**src/hdl/i2c_flags_defines.svh**
```systemverilog
// Register offsets, field positions and reset values of the serial port status flags.
// Function
// RULE_01 - Transmit: buffer full until shift completes
// RULE_02 - Receive: byte load sets, read clears
// RULE_03 - Direction captured at match, valid until condition
// RULE_04 - Stop/start flags cleared on reset, disable
// RULE_05 - Active equals direction OR sequence enables
// RULE_06 - 10-bit mode raises update-address request
// RULE_07 - Stop/start flags show last condition
`ifndef I2C_FLAGS_DEFINES_SVH
`define I2C_FLAGS_DEFINES_SVH
`define STATUS_ADDR      4'h0
`define CONTROL_ADDR     4'h1
`define BIT_BUF_FULL     0
`define BIT_UPDATE_ADDR  1
`define BIT_DIRECTION    2
`define BIT_START        3
`define BIT_STOP         4
`define BIT_SLEW_CTRL    7
`define BIT_LEVEL_SEL    6
`define BIT_DATA_ADDR    5
`define CTL_PORT_EN      0
`define CTL_TEN_BIT      1
`define CTL_START_EN     2
`define CTL_RSTART_EN    3
`define CTL_STOP_EN      4
`define CTL_RECV_EN      5
`define CTL_ACK_EN       6
`define CTL_RESET_VALUE  16'h0000
`define STATUS_WIDTH     16
`endif

```
**src/hdl/i2c_flags_pkg.sv**
```systemverilog
// Types shared by the serial port status flag logic.
package i2c_flags_pkg;
  typedef enum logic [1:0] {
    DIR_IDLE  = 2'b00,
    DIR_VALID = 2'b01
  } dir_state_t;
endpackage

```
**src/hdl/i2c_cond_detect.sv**
```systemverilog
// Start and stop condition detector on synchronised bus lines.
`timescale 1ns/100ps
module i2c_cond_detect (
  // Clock and reset
  input  wire logic ref_clk_i,
  input  wire logic rst_n_i,
  // Bus pins
  input  wire logic scl_i,
  input  wire logic sda_i,
  // Detected conditions
  output logic      start_o,
  output logic      stop_o
);
  logic [1:0] scl_sync;
  logic [1:0] sda_sync;
  logic       sda_prev;
  logic       scl_prev;
  logic [1:0] next_scl_sync;
  logic [1:0] next_sda_sync;

  always_comb begin
    next_scl_sync = {scl_sync[0], scl_i};
    next_sda_sync = {sda_sync[0], sda_i};
  end

  always_ff @(posedge ref_clk_i or negedge rst_n_i) begin
    if (!rst_n_i) begin
      scl_sync <= 2'h3;
      sda_sync <= 2'h3;
      sda_prev <= 1'b1;
      scl_prev <= 1'b1;
    end else begin
      scl_sync <= next_scl_sync;
      sda_sync <= next_sda_sync;
      sda_prev <= sda_sync[1];
      scl_prev <= scl_sync[1];
    end
  end

  // A start is SDA falling while SCL stays high; a stop is SDA rising.
  assign start_o = scl_sync[1] && scl_prev && sda_prev && !sda_sync[1];
  assign stop_o  = scl_sync[1] && scl_prev && !sda_prev && sda_sync[1];
endmodule

```
**src/hdl/i2c_port_status_flags.sv**
```systemverilog
// Status flag logic of the serial port in I2C mode.
`timescale 1ns/100ps
`include "i2c_flags_defines.svh"
module i2c_port_status_flags (
  // Clock and reset
  input  wire logic        ref_clk_i,
  input  wire logic        rst_n_i,
  // Register port
  input  wire logic [3:0]  reg_addr_i,
  input  wire logic [15:0] reg_wdata_i,
  input  wire logic        reg_wr_i,
  input  wire logic        reg_rd_i,
  output logic      [15:0] reg_rdata_o,
  // Bus pins
  input  wire logic        scl_i,
  input  wire logic        sda_i,
  // Shift engine events
  input  wire logic        tx_load_i,
  input  wire logic        tx_done_i,
  input  wire logic        rx_byte_i,
  input  wire logic        buf_read_i,
  input  wire logic        addr_match_i,
  input  wire logic        addr_rw_i,
  input  wire logic        nack_i,
  input  wire logic        addr_high_done_i,
  input  wire logic        slave_addr_wr_i,
  // Flag outputs
  output logic             buffer_full_flag_o,
  output logic             port_active_o
);
  logic        start_det;
  logic        stop_det;
  logic [15:0] ctrl;
  logic        buf_full;
  logic        update_addr;
  logic        direction;
  logic        start_flag;
  logic        stop_flag;
  logic [15:0] rdata;
  logic        active;
  i2c_flags_pkg::dir_state_t dir_state;
  logic [15:0] next_ctrl;
  logic        next_buf_full;
  logic        next_update_addr;
  logic        next_direction;
  logic        next_start_flag;
  logic        next_stop_flag;
  logic [15:0] next_rdata;
  logic        next_active;
  i2c_flags_pkg::dir_state_t next_dir_state;
  logic [15:0] status_word;
  logic        port_en;

  i2c_cond_detect u_detect (
    .ref_clk_i (ref_clk_i),
    .rst_n_i   (rst_n_i),
    .scl_i     (scl_i),
    .sda_i     (sda_i),
    .start_o   (start_det),
    .stop_o    (stop_det)
  );

  assign port_en = ctrl[`CTL_PORT_EN];

  // ==========================================================================
  // Flag next state
  always_comb begin
    next_ctrl = ctrl;
    if (reg_wr_i && reg_addr_i == `CONTROL_ADDR) begin
      next_ctrl = reg_wdata_i;
    end
    // RULE_01 RULE_02 buffer full tracking
    next_buf_full = buf_full;
    if (tx_done_i || buf_read_i) begin
      next_buf_full = 1'b0;
    end
    if (tx_load_i || rx_byte_i) begin
      next_buf_full = 1'b1;
    end
    // RULE_06 update-address request
    next_update_addr = update_addr;
    if (slave_addr_wr_i) begin
      next_update_addr = 1'b0;
    end
    if (ctrl[`CTL_TEN_BIT] && (addr_high_done_i || addr_match_i)) begin
      next_update_addr = 1'b1;
    end
    // RULE_03 direction capture and validity window
    next_direction = direction;
    next_dir_state = dir_state;
    unique case (dir_state)
      i2c_flags_pkg::DIR_IDLE: begin
        if (addr_match_i) begin
          next_direction = addr_rw_i;
          next_dir_state = i2c_flags_pkg::DIR_VALID;
        end
      end
      i2c_flags_pkg::DIR_VALID: begin
        if (start_det || stop_det || nack_i) begin
          next_direction = 1'b0;
          next_dir_state = i2c_flags_pkg::DIR_IDLE;
        end else if (addr_match_i) begin
          next_direction = addr_rw_i;
        end
      end
      default: begin
        next_direction = 1'b0;
        next_dir_state = i2c_flags_pkg::DIR_IDLE;
      end
    endcase
    // RULE_07 last condition wins
    next_start_flag = start_flag;
    next_stop_flag  = stop_flag;
    if (start_det) begin
      next_start_flag = 1'b1;
      next_stop_flag  = 1'b0;
    end else if (stop_det) begin
      next_start_flag = 1'b0;
      next_stop_flag  = 1'b1;
    end
    // RULE_04 cleared while disabled
    if (!next_ctrl[`CTL_PORT_EN]) begin
      next_start_flag  = 1'b0;
      next_stop_flag   = 1'b0;
      next_buf_full    = 1'b0;
      next_update_addr = 1'b0;
      next_direction   = 1'b0;
      next_dir_state   = i2c_flags_pkg::DIR_IDLE;
    end
    // RULE_05 active indication
    next_active = next_direction | next_ctrl[`CTL_START_EN] | next_ctrl[`CTL_RSTART_EN] |
                  next_ctrl[`CTL_STOP_EN] | next_ctrl[`CTL_RECV_EN] | next_ctrl[`CTL_ACK_EN];
  end

  // ==========================================================================
  // Read data
  always_comb begin
    status_word = 16'h0000;
    status_word[`BIT_BUF_FULL]    = buf_full;
    status_word[`BIT_UPDATE_ADDR] = update_addr;
    status_word[`BIT_DIRECTION]   = direction;
    status_word[`BIT_START]       = start_flag;
    status_word[`BIT_STOP]        = stop_flag;
    next_rdata = 16'h0000;
    if (reg_rd_i) begin
      unique case (reg_addr_i)
        `STATUS_ADDR:  next_rdata = status_word;
        `CONTROL_ADDR: next_rdata = ctrl;
        default:       next_rdata = 16'h0000;
      endcase
    end
  end

  always_ff @(posedge ref_clk_i or negedge rst_n_i) begin
    if (!rst_n_i) begin
      ctrl        <= `CTL_RESET_VALUE;
      buf_full    <= 1'b0;
      update_addr <= 1'b0;
      direction   <= 1'b0;
      start_flag  <= 1'b0;
      stop_flag   <= 1'b0;
      rdata       <= 16'h0000;
      active      <= 1'b0;
      dir_state   <= i2c_flags_pkg::DIR_IDLE;
    end else begin
      ctrl        <= next_ctrl;
      buf_full    <= next_buf_full;
      update_addr <= next_update_addr;
      direction   <= next_direction;
      start_flag  <= next_start_flag;
      stop_flag   <= next_stop_flag;
      rdata       <= next_rdata;
      active      <= next_active;
      dir_state   <= next_dir_state;
    end
  end

  assign reg_rdata_o        = rdata;
  assign buffer_full_flag_o = buf_full;
  assign port_active_o      = active;

  // ==========================================================================
  // Assertions
  a_bf_on_load: assert property (@(posedge ref_clk_i) disable iff (!rst_n_i) // RULE_01
    (tx_load_i && port_en && next_ctrl[`CTL_PORT_EN]) |=> buffer_full_flag_o)
    else $error("buffer full not set after transmit load");
  a_bf_on_rx: assert property (@(posedge ref_clk_i) disable iff (!rst_n_i) // RULE_02
    (rx_byte_i && next_ctrl[`CTL_PORT_EN]) |=> buf_full)
    else $error("buffer full not set after received byte");
  a_bf_clear: assert property (@(posedge ref_clk_i) disable iff (!rst_n_i) // RULE_02
    (buf_read_i && !rx_byte_i && !tx_load_i) |=> !buf_full)
    else $error("buffer full not cleared");
  a_dir_capture: assert property (@(posedge ref_clk_i) disable iff (!rst_n_i) // RULE_03
    (addr_match_i && next_ctrl[`CTL_PORT_EN] && !(dir_state == i2c_flags_pkg::DIR_VALID &&
     (start_det || stop_det || nack_i))) |=> (direction == $past(addr_rw_i)))
    else $error("direction not captured at address match");
  a_dir_window: assert property (@(posedge ref_clk_i) disable iff (!rst_n_i) // RULE_03
    (dir_state == i2c_flags_pkg::DIR_VALID && (stop_det || nack_i)) |=> !direction)
    else $error("direction held past end of window");
  a_flags_off: assert property (@(posedge ref_clk_i) disable iff (!rst_n_i) // RULE_04
    !port_en |-> (!start_flag && !stop_flag))
    else $error("start or stop flag set while disabled");
  a_active_or: assert property (@(posedge ref_clk_i) disable iff (!rst_n_i) // RULE_05
    ##1 (port_active_o == (direction | (|ctrl[`CTL_ACK_EN:`CTL_START_EN]))))
    else $error("active indication mismatch");
  a_ua_set: assert property (@(posedge ref_clk_i) disable iff (!rst_n_i) // RULE_06
    (ctrl[`CTL_TEN_BIT] && addr_high_done_i && next_ctrl[`CTL_PORT_EN]) |=> update_addr)
    else $error("update address request missing");
  a_stop_last: assert property (@(posedge ref_clk_i) disable iff (!rst_n_i) // RULE_07
    (stop_det && !start_det && next_ctrl[`CTL_PORT_EN]) |=> (stop_flag && !start_flag))
    else $error("stop flag not reflecting last condition");
  a_start_last: assert property (@(posedge ref_clk_i) disable iff (!rst_n_i) // RULE_07
    (start_det && next_ctrl[`CTL_PORT_EN]) |=> (start_flag && !stop_flag))
    else $error("start flag not reflecting last condition");
  a_bf_tx_done: assert property (@(posedge ref_clk_i) disable iff (!rst_n_i) // RULE_01
    (tx_done_i && !tx_load_i && !rx_byte_i) |=> !buf_full)
    else $error("buffer full not cleared after transmit");
  a_dir_start: assert property (@(posedge ref_clk_i) disable iff (!rst_n_i) // RULE_03
    (dir_state == i2c_flags_pkg::DIR_VALID && start_det) |=> !direction)
    else $error("direction held past start condition");
  a_ua_clear: assert property (@(posedge ref_clk_i) disable iff (!rst_n_i) // RULE_06
    (slave_addr_wr_i && !(ctrl[`CTL_TEN_BIT] && (addr_high_done_i || addr_match_i))) |=> !update_addr)
    else $error("update address request not cleared");
endmodule

```
**config.mk**
```make
export PLATFORM = sky130hd
export DESIGN_NAME = i2c_port_status_flags
export DESIGN_NICKNAME = d
export VERILOG_FILES = /design/src/hdl/i2c_flags_pkg.sv /design/src/hdl/i2c_cond_detect.sv /design/src/hdl/i2c_port_status_flags.sv
export VERILOG_INCLUDE_DIRS = /design/src /design/src/hdl
export SDC_FILE = /design/constraint.sdc
export NUM_CORES = 1
export LEC_CHECK = 0
export ABC_AREA = 1
export BUFFER_PORTS_ARGS = -buffer_cell sky130_fd_sc_hd__buf_2
export CAP_MARGIN = 20
export CORE_MARGIN = 1
export CORE_UTILIZATION = 40
export CTS_CLUSTER_SIZE = 24
export DETAILED_ROUTE_END_ITERATION = 10
export PLACE_DENSITY_LB_ADDON = 0.15
export SLEW_MARGIN = 20
export SYNTH_ARGS = -nofsm -noshare
export SYNTH_HDL_FRONTEND = slang
export SYNTH_SLANG_ARGS = --single-unit
```
**constraint.sdc**
```tcl
create_clock -name ref_clk_i -period 1.3 [get_ports ref_clk_i]
set_input_delay 0.065 -clock ref_clk_i [delete_from_list [all_inputs] [get_ports ref_clk_i]]
set_output_delay 0.065 -clock ref_clk_i [all_outputs]
set_load 0.03 [all_outputs]
```
==> results_dict.tcl, run 1 <==
set metrics [dict create \
    yosysTopAreaCell "dfrtp_1" \
    finalHoldViolations 0 \
    worst_pin_slew_ps 516.5 \
    path_class "flop to flop" \
    fp-row-count 23 \
    avgSynthCellArea_sq_um 10.13 \
    wl_met1_microns 1418 \
    synthesis.instances 166 \
    h-tree-depth 2 \
    port_buffers 52 \
    ys.warnings.count 0 \
    cts_tree "built" \
    area_growth_pct 30.95 \
    r2r-end "port_active_o$_DFF_PN0_" \
    drt_iter0_drc 50 \
    clockBufferDepth 2 \
    maxSlewViolCount 0 \
    tns_ps 0 \
    clock.fmax_ghz 0.8685 \
    synth_top_area_frac 0.5804 \
    cts_root_buf "clkbuf_8" \
    max_slew_margin 0.6556 \
    worstPathRequired_ps 1480 \
    hold_path_end "ctrl[12]$_DFFE_PN0N_" \
    rsz0062_at_grt "no" \
    status "finished, final reports clean" \
    finalNonFillerCells 279 \
    grt_pass1_vias 1239 \
    antenna_found_initial 0 \
    synth_fp_nets 201 \
    diodes 0 \
    start_util 0.4174 \
    layout_common_cells "52 x buf_2, 39 x dfrtp_1, 30 x inv_1" \
    top_layer_used "met4" \
    vias 1237 \
    fin_skew_ps 6.258 \
    synth_cell_types 19 \
    dp_cells 267 \
    crit_path_start_kind "flop" \
    critPathMaxFanout 2 \
    clkTransAtPathRegs_ps 90 \
    wirelength_microns 3139 \
    cp-end-kind "flop" \
    routed-wl-met3_microns 182 \
    hold-path-cell-count 3 \
    routedWlPerCell_microns 11.25 \
    track_usage 0.1695 \
    power_density_mw_per_mm2 1463 \
    viasPerCell 4.434 \
    die_y_microns 66.84 \
    dr.pass1.iters 4 \
    postRouteAntennaNets 0 \
    min_path_type "primary input to flop" \
    seq_area_frac_synth 0.6741 \
    layout_min_cycle_time_ps 1151 \
    core_sq_mm 0.004029 \
    synth.area.top_cells "dfrtp_1 58%, dfstp_2 9.4%, inv_1 6.7%" \
    cts.sinks 45 \
    route.detailed.drc 0 \
    numCtsBuffers 5 \
    final_common_cell "buf_2" \
    period_share 0.8857 \
    worst_ep_arrival_time_ps 1330 \
    wl_met2_microns 1486 \
    die_width_microns 66.84 \
    place_congestion 0.7292 \
    grt_max_degree 24 \
    worstRegToRegCells 7 \
    dp_hpwl_microns 2317 \
    clock_latency_ps 290 \
    grt.overflow.total 0 \
    r2r-start "u_detect.sda_sync[1]$_DFF_PN1_" \
    hp-start "reg_wdata_i[12]" \
    total_leakage_power_nw 1.230 \
    setup-violations-final 0 \
    ir_worst_vdd_uv 961.8 \
    synthesis.area_sq_mm 0.001682 \
    die-area_sq_mm 0.004468 \
    grt_pass1_wl_microns 5451 \
    p_total_w 0.003221 \
    drive_gt1_frac 0.3406 \
    synth-seq-cells 45 \
    post-route-util 0.5466 \
    fin_nets 263 \
    r2r_slack_ps 150 \
    drv_cap 0 \
    io_pins 53 \
]
area by class of cell:
type / count / area (sq um)
clock buffers: 5 / 68.82
clock inverters: 3 / 68.82
fillers: 370 / 1827
inverters: 31 / 116.4
multi-input cells: 86 / 419.2
flip-flops and latches: 45 / 1134
well taps: 50 / 62.56
repair buffers: 59 / 332.8
worst max path at each step:
stage / end / start / slack (ps) / cells past startpoint
detailed placement: port_active_o$_DFF_PN0_ / u_detect.sda_sync[1]$_DFF_PN1_ / 100 / 7
global route: port_active_o$_DFF_PN0_ / u_detect.sda_sync[1]$_DFF_PN1_ / 10 / 7
floorplan: buffer_full_flag_o$_DFFE_PN0P_ / buffer_full_flag_o$_DFFE_PN0P_ / 130 / 2
finish: port_active_o$_DFF_PN0_ / u_detect.sda_sync[1]$_DFF_PN1_ / 150 / 7
global placement: port_active_o$_DFF_PN0_ / u_detect.sda_sync[1]$_DFF_PN1_ / 140 / 7
CTS: port_active_o$_DFF_PN0_ / u_detect.sda_sync[1]$_DFF_PN1_ / 70 / 7
kinds of logic after synthesis:
logic type | synth area share
compound gates | 0.08259
buf+inv | 0.08110
flops | 0.6741
simple gates | 0.1622
registers in the layout, indices dropped and copies added (netlist names):
| register | flops |
|---|---|
| update_addr | 1 |
| stop_flag | 1 |
| u_detect.scl_sync | 2 |
| u_detect.sda_prev | 1 |
| u_detect.sda_sync | 2 |
| reg_rdata_o | 16 |
| direction | 1 |
| dir_state | 1 |
| start_flag | 1 |
| port_active_o | 1 |
| buffer_full_flag_o | 1 |
| ctrl | 16 |
| u_detect.scl_prev | 1 |
worst max-delay path: stages (launching register included):
cell	delay, ps
dfstp_2	540
inv_1	50
nor2_1	80
nand2_1	70
nand3_1	100
nand2_2	70
nand3_2	70
nand3_1	70
through the flow:
stage / area [sq um] / hold slack [ps] / setup slack [ps]
after floorplan: 1682 / -230.6 / 130.7
after global placement: 2019 / 66.83 / 143.4
after detailed placement: 2019 / 71.72 / 99.67
after CTS: 2187 / 11.63 / 72.50
after global routing: 2202 / 5.829 / 14.23
final: 2202 / 20.04 / 148.6
timing repair:
| action | CTS | global route |
|---|---|---|
| gates resized for setup | 0 | 2 |
| hold buffers | 3 | 0 |
| setup endpoints to repair | 0 | 1 |
| setup buffers | 0 | 1 |
| endpoints found under the hold margin | 18 | 0 |
cell usage after synthesis:
cell type and n:
nand3_2 1, buf_2 4, o211a_1 1, o21a_1 1, nor2_1 26, nand3_1 4, dfrtp_1 39, or3b_2 1
nor2_4 2, o21ai_1 3, o22ai_1 5, dfstp_2 6, a21oi_1 14, nand2_2 1, nand4_1 4, o21ai_0 1
inv_2 1, inv_1 30, nand2_1 22
per-layer routing:
| layer | track usage | up-vias |
|---|---|---|
| met5 | 0 | - |
| met4 | 0.07979 | 0 |
| met3 | 0.04452 | 5 |
| met2 | 0.2715 | 38 |
| met1 | 0.2118 | 559 |
| li1 | - | 635 |
where the power goes:
group	leakage, nW	total, W	switching, W	internal (W)
registers	0.552	0.00160	0.0000515	0.00155
logic	0.609	0.000391	0.000240	0.000151
clock network	0.0687	0.00123	0.000459	0.000773
Note: power is estimated with default switching activity, not from simulation.
==> run 2: changes to the inputs <==
==> constraint.sdc (replaced) <==
create_clock -name ref_clk_i -period 1.3 [get_ports ref_clk_i]
set_input_delay 0 -clock ref_clk_i [delete_from_list [all_inputs] [get_ports ref_clk_i]]
set_output_delay 0 -clock ref_clk_i [all_outputs]
set_load 0.03 [all_outputs]
==> results_dict.tcl, run 2 (synthesis gave the netlist of run 1 again) <==
set metrics [dict create \
    drv_cap 0 \
    wirelength_microns 3514 \
    die_y_microns 66.84 \
    tns_ps 0 \
    combinationalPowerShare 0.140 \
    finalHoldViolations 0 \
    diodes 0 \
    min_path_type "primary input to flop" \
    dp_hpwl_microns 2389 \
    grt_max_degree 46 \
    dpl_cell_area_sq_mm 0.002019 \
    switching_power_w 0.0007427 \
    grt_pass1_wl_microns 5720 \
    h-tree-depth 2 \
    numCtsBuffers 5 \
    stdcell_area_sq_mm 0.002366 \
    status "finished, final reports clean" \
    drive_gt1_frac 0.2984 \
    start_util 0.4174 \
    p_seq_frac 0.517 \
    rsz0062_at_grt "no" \
    max_slew_margin 0.8307 \
    path_class "flop to flop" \
    power_density_mw_per_mm2 1312 \
    cts.sinks 45 \
    place_congestion 0.7422 \
    fin_skew_ps 6.521 \
    power_frac_clock 0.343 \
    cts_root_buf "clkbuf_8" \
    layout_min_cycle_time_ps 1190 \
    io_pins 53 \
    fin_nets 282 \
    setup-violations-final 0 \
    clock.fmax_ghz 0.8406 \
    cts_tree "built" \
    p_int_w 0.002362 \
    r2r_slack_ps 110 \
    clock_latency_ps 290 \
    track_usage 0.1784 \
    cp-end-kind "flop" \
    route.detailed.drc 0 \
    final_common_cell "buf_2" \
    dr.pass1.iters 4 \
    port_buffers 52 \
    vias 1342 \
    worstRegToRegCells 7 \
    maxSlewViolCount 0 \
    cts_setup_buffers 0 \
    area_growth_pct 40.70 \
    hold-path-cell-count 3 \
    worst_pin_slew_ps 253.7 \
    layout_common_cells "52 x buf_2, 39 x dfrtp_1, 30 x inv_1" \
    ir_worst_vdd_uv 866.5 \
    viasPerCell 4.503 \
    worstPathRequired_ps 1480 \
    swShare 0.2392 \
    die-area_sq_mm 0.004468 \
    drt_iter0_drc 70 \
    core_sq_mm 0.004029 \
    clkTransAtPathRegs_ps 80 \
    grt.overflow.total 0 \
    crit_path_start_kind "flop" \
    fp-row-count 23 \
    routedWlPerCell_microns 11.79 \
    grt_pass1_vias 1316 \
    postRouteAntennaNets 0 \
    ctsResizeCount 0 \
    period_share 0.9150 \
    total_leakage_power_nw 1.298 \
    worst_ep_arrival_time_ps 1370 \
    critPathMaxFanout 3 \
    clockBufferDepth 2 \
    die_width_microns 66.84 \
    antenna_found_initial 0 \
]
==> run 2: metrics by stage <==
step | utilization | cells | total power (W) | worst slack (ps) | hold slack, ps
5_1_grt | 0.5873 | 298 | 0.003263 | 6.192 | 34.73
4_1_cts | 0.5873 | 298 | 0.003146 | 92.44 | 20.56
6_report | 0.5873 | 298 | 0.003104 | 110.4 | 20.66
3_5_place_dp | 0.5012 | 267 | 0.002017 | 89.21 | -6.242
2_1_floorplan | - | 166 | 0.001847 | 130.7 | -295.6
3_3_place_gp | 0.5012 | 267 | 0.001995 | 152.6 | -8.090
==> run 2: layer usage <==
metal  vias up  track usage  share of wire
met2        39       0.2816           0.46
met1       614       0.2267           0.46
met4         0      0.09043          0.028
met5         -            0              0
met3        12      0.04281          0.044
li1        677            -              -
==> run 2: area by class of cell <==
cell class | instances | area (sq um)
fill | 361 | 1663
sequential | 45 | 1134
clock buffer | 7 | 86.33
clock inverter | 1 | 30.03
timing repair buffer | 78 | 525.5
tap | 50 | 62.56
inverter | 31 | 116.4
multi-input combinational | 86 | 411.6
==> run 2: path summary, 6_finish.rpt <==
| path | from | endpoint |
|---|---|---|
| worst max-delay path | u_detect.sda_sync[1]$_DFF_PN1_ | port_active_o$_DFF_PN0_ |
| worst min-delay path | reg_wdata_i[0] | ctrl[0]$_DFF_PN0_ |
| worst max register to register | u_detect.sda_sync[1]$_DFF_PN1_ | port_active_o$_DFF_PN0_ |
| worst min register to register | u_detect.sda_sync[0]$_DFF_PN1_ | u_detect.sda_sync[1]$_DFF_PN1_ |
| max in group asynchronous | rst_n_i | u_detect.scl_prev$_DFF_PN1_ |
| min in group asynchronous | rst_n_i | reg_rdata_o[1]$_DFF_PN0_ |
==> run 2: repair_timing <==
| action | 4_1_cts | 5_1_grt |
|---|---|---|
| endpoints found under the hold margin | 63 | 0 |
| hold buffers | 23 | 0 |
| setup endpoints to repair | 0 | 0 |
==> run 2: critical path, cell delays in order, from the launching register on <==
cell,delay (ps)
dfstp_2,540
inv_1,50
nor2_1,80
nand2_1,90
nand3_1,90
nand2_1,60
nand3_1,90
nand3_1,80
==> run 2: power groups by stage <==
| stage | combinational, W | clock (W) | sequential, W |
|---|---|---|---|
| 2_1_floorplan | 0.000200 | 0 | 0.00165 |
| 3_3_place_gp | 0.000372 | 0 | 0.00162 |
| 3_5_place_dp | 0.000388 | 0 | 0.00163 |
| 4_1_cts | 0.000443 | 0.00110 | 0.00160 |
| 5_1_grt | 0.000493 | 0.00115 | 0.00162 |
| 6_report | 0.000435 | 0.00107 | 0.00160 |
